<file path="src/rtl/selfprog_cfg.svh">
// Constants for the self programming mode entry guard.
// What this block does
// - Key write must open every unlock sequence.
// - First target write only arms, not applied.
// - Second write must be inverse, not applied.
// - Third correct write applies the mode.
// - Error flag at status bit 0 reports failure.
// - All-ones protect byte leaves every block writable in self programming mode.
// - Return to normal uses same guarded pattern.
`ifndef SELFPROG_CFG_SVH
`define SELFPROG_CFG_SVH
`define ADDR_KEY 4'h0
`define ADDR_MODE 4'h1
`define ADDR_STATUS 4'h2
`define ADDR_FCMD 4'h3
`define ADDR_PROT 4'h4
`define ADDR_IRQ_STAT 4'h5
`define ADDR_IRQ_MASK 4'h6
`define KEY_VALUE 8'hA5
`define MODE_SELF 8'h01
`define MODE_NORMAL 8'h00
`define ERR_BIT 0
`define PROT_RESET 8'hFF
`define PROT_ALL_OPEN 4'hF
`define IRQ_BIT_OK 0
`define IRQ_BIT_ERR 1
`endif

</file>
<file path="src/rtl/selfprog_pkg.sv">
// Types shared by the mode entry guard files.
package selfprog_pkg;
    // Progress of the guarded write sequence.
    typedef enum logic [1:0] {
        SEQ_IDLE,
        SEQ_KEYED,
        SEQ_ARMED,
        SEQ_INVERTED
    } seq_state_e;
    // One register byte.
    typedef logic [7:0] byte_t;
endpackage

</file>
<file path="src/rtl/irq_status.sv">
// Sticky event status with mask and level interrupt.
`timescale 1ns/1ns
module irq_status (
    input wire logic clk,
    input wire logic reset_n,
    input wire logic [1:0] events, // One-cycle event pulses.
    input wire logic clr_wr, // Write strobe to the status register.
    input wire logic [1:0] clr_bits, // Ones clear matching bits.
    input wire logic mask_wr, // Write strobe to the mask register.
    input wire logic [1:0] mask_bits,
    output logic [1:0] stat_q,
    output logic [1:0] mask_q,
    output logic irq_q // High while an unmasked bit is set.
);
    // Sticky bits; a new event wins over a clear in the same cycle.
    always_ff @(posedge clk) begin
        if (!reset_n) begin
            stat_q <= 2'h0;
        end else begin
            stat_q <= (stat_q & ~(clr_wr ? clr_bits : 2'h0)) | events;
        end
    end
    // Mask register, one enables the interrupt for that bit.
    always_ff @(posedge clk) begin
        if (!reset_n) begin
            mask_q <= 2'h0;
        end else if (mask_wr) begin
            mask_q <= mask_bits;
        end
    end
    // Registered interrupt level.
    always_ff @(posedge clk) begin
        if (!reset_n) begin
            irq_q <= 1'b0;
        end else begin
            irq_q <= |(((stat_q & ~(clr_wr ? clr_bits : 2'h0)) | events) & mask_q);
        end
    end
endmodule

</file>
<file path="src/rtl/selfprog_guard.sv">
// Top of the self programming mode entry guard with its register port.
`timescale 1ns/1ns
`include "selfprog_cfg.svh"
module selfprog_guard (
    input wire logic clk,
    input wire logic reset_n,
    input wire logic [3:0] addr, // Register index.
    input wire logic [7:0] wdata,
    input wire logic wr, // Write strobe.
    input wire logic rd, // Read strobe.
    output selfprog_pkg::byte_t rdata_q, // Read data, one cycle after rd.
    output logic self_prog_q, // High while in self programming mode.
    output logic [15:0] block_wen_q, // One per block allowed to write or erase.
    output logic prot_bad_q, // Protect byte holds a prohibited setting.
    output logic irq_q // Level interrupt.
);
    import selfprog_pkg::*;
    byte_t mode_q; // Mode control register, changed only by the guard.
    byte_t status_q; // Flash status register.
    byte_t fcmd_q; // Flash command register.
    byte_t prot_q; // Protect byte image.
    logic apply; // Guard accepted a third write.
    logic fail; // Guard saw a broken sequence.
    logic [1:0] irq_stat; // Sticky event bits.
    logic [1:0] irq_mask; // Event mask bits.
    logic wr_key; // Write to the key register.
    logic wr_mode; // Write to the mode register.
    logic wr_other; // Write elsewhere.
    byte_t wdata_d1_q; // Write data of the previous cycle.
    assign wr_key = wr && addr == `ADDR_KEY;
    assign wr_mode = wr && addr == `ADDR_MODE;
    assign wr_other = wr && !wr_key && !wr_mode;
    // Sequence checker.
    unlock_seq u_seq (
        .clk(clk),
        .reset_n(reset_n),
        .wr_key(wr_key),
        .wr_mode(wr_mode),
        .wr_other(wr_other),
        .wdata(wdata),
        .apply(apply),
        .fail(fail)
    );
    // Interrupt events: mode changed, sequence failed.
    irq_status u_irq (
        .clk(clk),
        .reset_n(reset_n),
        .events({fail, apply}),
        .clr_wr(wr && addr == `ADDR_IRQ_STAT),
        .clr_bits(wdata[1:0]),
        .mask_wr(wr && addr == `ADDR_IRQ_MASK),
        .mask_bits(wdata[1:0]),
        .stat_q(irq_stat),
        .mask_q(irq_mask),
        .irq_q(irq_q)
    );
    // Mode register takes only the value of a completed sequence.
    always_ff @(posedge clk) begin
        if (!reset_n) begin
            mode_q <= `MODE_NORMAL;
        end else if (apply) begin
            mode_q <= wdata_d1_q;
        end
    end
    // Holds the data that produced the apply pulse.
    always_ff @(posedge clk) begin
        if (!reset_n) begin
            wdata_d1_q <= 8'h00;
        end else begin
            wdata_d1_q <= wdata;
        end
    end
    // Mode output is high when an applied mode value equals MODE_SELF.
    always_ff @(posedge clk) begin
        if (!reset_n) begin
            self_prog_q <= 1'b0;
        end else if (apply) begin
            self_prog_q <= wdata_d1_q == `MODE_SELF;
        end
    end
    // Status: software writes it; a failed sequence sets the error bit, set wins.
    always_ff @(posedge clk) begin
        if (!reset_n) begin
            status_q <= 8'h00;
        end else begin
            if (wr && addr == `ADDR_STATUS) begin
                status_q <= wdata;
            end
            if (fail) begin
                status_q[`ERR_BIT] <= 1'b1;
            end
        end
    end
    // Flash command register, kept for software.
    always_ff @(posedge clk) begin
        if (!reset_n) begin
            fcmd_q <= 8'h00;
        end else if (wr && addr == `ADDR_FCMD) begin
            fcmd_q <= wdata;
        end
    end
    // Protect byte image, all ones after reset.
    always_ff @(posedge clk) begin
        if (!reset_n) begin
            prot_q <= `PROT_RESET;
        end else if (wr && addr == `ADDR_PROT) begin
            prot_q <= wdata;
        end
    end
    // Decode protection; only all-ones in the low four bits is a legal open setting here.
    always_ff @(posedge clk) begin
        if (!reset_n) begin
            block_wen_q <= 16'h0000;
            prot_bad_q <= 1'b0;
        end else if (prot_q[3:0] == `PROT_ALL_OPEN) begin
            block_wen_q <= self_prog_q ? 16'hFFFF : 16'h0000;
            prot_bad_q <= 1'b0;
        end else begin
            block_wen_q <= 16'h0000;
            prot_bad_q <= 1'b1;
        end
    end
    // Read port, data stand one cycle after the strobe.
    always_ff @(posedge clk) begin
        if (!reset_n) begin
            rdata_q <= 8'h00;
        end else if (rd) begin
            case (addr)
                `ADDR_KEY: rdata_q <= 8'h00;
                `ADDR_MODE: rdata_q <= mode_q;
                `ADDR_STATUS: rdata_q <= status_q;
                `ADDR_FCMD: rdata_q <= fcmd_q;
                `ADDR_PROT: rdata_q <= prot_q;
                `ADDR_IRQ_STAT: rdata_q <= {6'h00, irq_stat};
                `ADDR_IRQ_MASK: rdata_q <= {6'h00, irq_mask};
                default: rdata_q <= 8'h00;
            endcase
        end else begin
            rdata_q <= 8'h00;
        end
    end
    // A failure leaves the mode unchanged for the next cycle.
    fail_hold_a: assert property (@(posedge clk) disable iff (!reset_n)
        fail |=> $stable(mode_q))
        else $error("mode changed on failed sequence");
    // Failure raises the error flag the cycle after.
    fail_flag_a: assert property (@(posedge clk) disable iff (!reset_n)
        fail |=> status_q[0])
        else $error("error flag not set");
    // Key, value, inverse, value back to back enters self programming.
    entry_seq_a: assert property (@(posedge clk) disable iff (!reset_n)
        (wr_key && wdata == 8'hA5 && u_seq.state_q == SEQ_IDLE)
        ##1 (wr_mode && wdata == 8'h01) ##1 (wr_mode && wdata == 8'hFE)
        ##1 (wr_mode && wdata == 8'h01) |=> ##1 self_prog_q)
        else $error("valid entry did not set mode");
    // Mode register does not change on the arming mode write.
    arm_noapply_a: assert property (@(posedge clk) disable iff (!reset_n)
        (wr_mode && u_seq.state_q == SEQ_KEYED) |=> ##1 $stable(mode_q))
        else $error("arming write applied");
    // Open protect byte in self programming enables all blocks.
    prot_open_a: assert property (@(posedge clk) disable iff (!reset_n)
        (prot_q == 8'hFF && self_prog_q) |=> block_wen_q == 16'hFFFF)
        else $error("open protect byte did not enable blocks");
endmodule

</file>
<file path="src/rtl/unlock_seq.sv">
// Sequence checker for the guarded mode control write.
`timescale 1ns/1ns
`include "selfprog_cfg.svh"
module unlock_seq (
    input wire logic clk,
    input wire logic reset_n,
    input wire logic wr_key, // Write to the protect key register.
    input wire logic wr_mode, // Write to the mode control register.
    input wire logic wr_other, // Write to any other register.
    input wire logic [7:0] wdata,
    output logic apply, // One-cycle pulse: third write accepted.
    output logic fail // One-cycle pulse: sequence broken.
);
    import selfprog_pkg::*;
    seq_state_e state_q; // Current step of the sequence.
    byte_t target_q; // Value captured by the arming write.
    // Step through key, value, inverse, value; any other write breaks it.
    always_ff @(posedge clk) begin
        if (!reset_n) begin
            state_q <= SEQ_IDLE;
            target_q <= 8'h00;
            apply <= 1'b0;
            fail <= 1'b0;
        end else begin
            apply <= 1'b0;
            fail <= 1'b0;
            case (state_q)
                SEQ_IDLE: begin
                    if (wr_key && wdata == `KEY_VALUE) begin
                        state_q <= SEQ_KEYED;
                    end else if (wr_mode) begin
                        fail <= 1'b1;
                    end
                end
                SEQ_KEYED: begin
                    if (wr_mode) begin
                        target_q <= wdata;
                        state_q <= SEQ_ARMED;
                    end else if (wr_key || wr_other) begin
                        fail <= 1'b1;
                        state_q <= SEQ_IDLE;
                    end
                end
                SEQ_ARMED: begin
                    if (wr_mode && wdata == ~target_q) begin
                        state_q <= SEQ_INVERTED;
                    end else if (wr_mode || wr_key || wr_other) begin
                        fail <= 1'b1;
                        state_q <= SEQ_IDLE;
                    end
                end
                SEQ_INVERTED: begin
                    if (wr_mode && wdata == target_q) begin
                        apply <= 1'b1;
                        state_q <= SEQ_IDLE;
                    end else if (wr_mode || wr_key || wr_other) begin
                        fail <= 1'b1;
                        state_q <= SEQ_IDLE;
                    end
                end
                default: state_q <= SEQ_IDLE;
            endcase
        end
    end
    // A mode write without a preceding key must fail next cycle.
    nokey_fail_a: assert property (@(posedge clk) disable iff (!reset_n)
        (state_q == SEQ_IDLE && wr_mode) |=> fail)
        else $error("mode write without key did not fail");
    // Apply and fail never pulse together.
    apply_excl_a: assert property (@(posedge clk) disable iff (!reset_n)
        !(apply && fail))
        else $error("apply and fail at once");
    // Apply only follows a matching write in the inverted step.
    apply_cause_a: assert property (@(posedge clk) disable iff (!reset_n)
        apply |-> $past(state_q) == SEQ_INVERTED && $past(wr_mode))
        else $error("apply without third write");
endmodule
</file>
<file path="config.mk">
export PLATFORM = sky130hd
export DESIGN_NAME = selfprog_guard
export DESIGN_NICKNAME = d
export VERILOG_FILES = /design/src/rtl/selfprog_pkg.sv /design/src/rtl/irq_status.sv /design/src/rtl/selfprog_guard.sv /design/src/rtl/unlock_seq.sv
export VERILOG_INCLUDE_DIRS = /design/src /design/src/rtl
export SDC_FILE = /design/constraint.sdc
export NUM_CORES = 1
export LEC_CHECK = 0
export ABC_AREA = 1
export BUFFER_PORTS_ARGS = -buffer_cell sky130_fd_sc_hd__buf_2
export CAP_MARGIN = 10
export CORE_UTILIZATION = 38
export CTS_BUF_LIST = sky130_fd_sc_hd__clkbuf_2
export DETAILED_ROUTE_END_ITERATION = 8
export HOLD_SLACK_MARGIN = 0.02
export PLACE_DENSITY = 0.66
export REMOVE_ABC_BUFFERS = 1
export SYNTH_ARGS = -nofsm -noshare
export SYNTH_HDL_FRONTEND = slang
export SYNTH_SLANG_ARGS = --single-unit
</file>
<file path="constraint.sdc">
create_clock -name clk -period 3.4 [get_ports clk]
set_input_delay 0.68 -clock clk [delete_from_list [all_inputs] [get_ports clk]]
set_output_delay 0.68 -clock clk [all_outputs]
set_load 0.005 [all_outputs]
</file>
==> flow_summary.toml <==
[routing]
drc = 0
drt-total-wl_mm = 6.66
drt-met1-wl_mm = 3.08
dr_wl_met3_um = 473
vias = 2633
via_per_inst = 4.87
top_layer = "met4"
ant_nets = 0
drt_first_pass_iters = 4
met2WireLength_mm = 3.04
drt_iter0_drc = 127
wl_per_cell_um = 12.3

[setup_path]
max_stage_delay_ns = 0.55
cp_data_required_time_ns = 2.72
startpoint_type = "flip-flop"
cp_max_fo = 16
critPathKind = "reg2out"
crit_path_cell_trace = "buf_2"
cp_top_family = "flip-flops"
critical_path_buf_inv_count = 1
crit_path_top_delay_cell = "dfxtp_1"
endpoint_kind = "output pin"
worstPathArrival_ns = 1.24

[yosys]
syn_area_mm2 = 0.00306
netlist_instances = 412
synth_top_area_share_pct = 44.4
yosysSeqAreaShare_pct = 44.4
synth-edff-count = 0
ys_warn_count = 0
synthTopCellsByArea = "dfxtp_1 (44%), nand2_1 (10%), inv_1 (6.6%), a21oi_1 (4.7%), nor2_1 (4.5%)"
synth_seq_cells = 68
synthTopCellsByCount = "nand2_1 (85), dfxtp_1 (68), inv_1 (54)"
ys_async_sr_fraction_pct = 0
synth.avg_cell_area_um2 = 7.43
yosysMostFrequentCell = "nand2_1"
ys.flop_type = "dfxtp_1"
yosys.area.top_type = "dfxtp_1"
synth_cell_types = 34

[global_route]
grt_max_degree = 45
overflow = 0
grt.total_usage_pct = 17.2
grt_pass1_wl_mm = 11.0
antenna_found_initial = 0
grt_pass1_vias = 2300

[place]
gp_congestion = 0.799
placed_cell_area_mm2 = 0.00320
dp_hpwl_mm = 4.60
io_buffers = 42

[sta]
grt_setup_unrepaired = "no"
setup_viol_count_final = 0
tightest_slew_ns = 0.544
fin_crit_sh_pct = 56.4
fmax_ghz = 0.521
finalCriticalPeriod_ns = 1.92
hold_viol = 0
slew_violations = 0
finClkSkew_ns = 0.0187
maxSlewHeadroom_pct = 63.6
fin_tns_setup_ns = 0

[run]
drv_cap = 0

[min_path]
hp-class = "in2reg"

[power_and_ir_drop]
leakage_nw = 1.55
ir_drop_uv = 147
powerDensity_mw_per_mm2 = 417

[finish]
final_util_pct = 42.7
n_antenna_cell = 0
final_cell_area_mm2 = 0.00331
drive_above_1_share_pct = 17.8
areaGrowthSynthToFinish_pct = 8.17
nNetsFinal = 450

[die]
io_pins = 43
initial_utilization_pct = 39.4
rows = 32
core_mm2 = 0.00777
die_x_um = 91.8
dieArea_mm2 = 0.00842
die_h_um = 91.8

[cts]
ctsRootBufferMaster = "clkbuf_2"
cts_num_sinks = 68
cts_buffer_depth = 2
cts_hold_buffers = 0
clk_latency_ns = 0.51
cts_tree = "built"
path_clk_slew_ns = 0.20
post-cts-setup-buffer-count = 0
cts-resized-gates = 0
numCtsBuffers = 9
htreeDepth = 3

[run_status]
status = "completed"
-- metrics by stage --
| stage | cells | power, mW | hold WS, ns | worst slack [ns] |
|---|---|---|---|---|
| floorplan | 379 | 0.887 | 0.429 | 1.80 |
| global placement | 525 | 0.936 | 0.443 | 1.43 |
| detailed placement | 525 | 0.937 | 0.450 | 1.40 |
| CTS | 541 | 1.39 | 0.410 | 1.44 |
| global route | 541 | 1.45 | 0.389 | 1.33 |
| finish | 541 | 1.38 | 0.442 | 1.48 |
-- final timing paths --
path              cells past startpoint  slack, ns                         end                       start
setup / recovery                      1       1.48              block_wen_q[9]  block_wen_q[14]$_SDFF_PN0_
hold / removal                        3       0.44    wdata_d1_q[3]$_SDFF_PN0_                    wdata[3]
setup reg to reg                      3       2.01      u_irq.irq_q$_SDFF_PN0_      u_seq.apply$_SDFF_PN0_
hold reg to reg                       2       0.46  block_wen_q[14]$_SDFF_PN0_    self_prog_q$_SDFFE_PN0P_
-- cell type report --
class | count | area (µm²)
clock buffer | 9 | 45.0
clock inverter | 7 | 67.6
fill | 818 | 4450
inverter | 60 | 225
multi-input combinational | 251 | 1260
sequential | 68 | 1360
tap | 102 | 128
timing repair buffer | 44 | 225
-- power breakdown --
| part | total, mW | internal, mW | switching [mW] |
|---|---|---|---|
| logic | 0.106 | 0.0311 | 0.0745 |
| clock network | 0.459 | 0.166 | 0.293 |
| registers | 0.816 | 0.811 | 0.00492 |
-- worst register-to-register path: cells and delay by family (launching register included) --
family | cells | cell delay (ns)
flip-flops | 1 | 0.55
AO/OA/AOI/OAI | 2 | 0.43
buffers and inverters | 1 | 0.35
-- routing by layer --
layer | vias to the layer above | GRT usage (%)
met5 | - | 0
met4 | 0 | 5.86
met3 | 6 | 5.31
met2 | 71 | 26.9
met1 | 1187 | 22.3
li1 | 1369 | -
-- logic make-up (layout without fill, tap and decap cells) --
| family | count (synthesis) | count (layout) | share of synthesized area, % |
|---|---|---|---|
| buf+inv | 93 | 120 | 14.4 |
| simple gates | 165 | 165 | 24.4 |
| flops | 68 | 68 | 44.4 |
| compound gates | 86 | 86 | 16.7 |
-- sequential cells by signal, indices dropped and copies added, names as in the netlist --
name            count
block_wen_q         1
u_seq.target_q      8
fcmd_q              8
self_prog_q         1
u_seq.apply         1
status_q            8
mode_q              8
u_irq.irq_q         1
prot_bad_q          1
u_seq.fail          1
u_irq.mask_q        2
prot_q              8
rdata_q             8
u_seq.state_q       2
wdata_d1_q          8
u_irq.stat_q        2
-- cell usage in the layout, fill, tap and decap left out, types with 2 or more instances in the layout --
master / count
nand2_2: 2
inv_2: 4
dfxtp_1: 68
nor2_1: 37
nor2_4: 3
a221oi_1: 6
o211ai_1: 7
nor4_1: 4
buf_2: 42
clkbuf_2: 9
clkinv_4: 2
nand4_1: 3
o22ai_1: 9
o21ai_0: 26
a21oi_1: 29
clkinv_1: 4
nor2_2: 2
buf_4: 2
nor3_1: 4
a21oi_2: 2
nand2_1: 85
nand3_1: 19
o21ai_2: 2
nand2_4: 2
inv_1: 54
No activity file was read; power rests on OpenSTA's default activity.
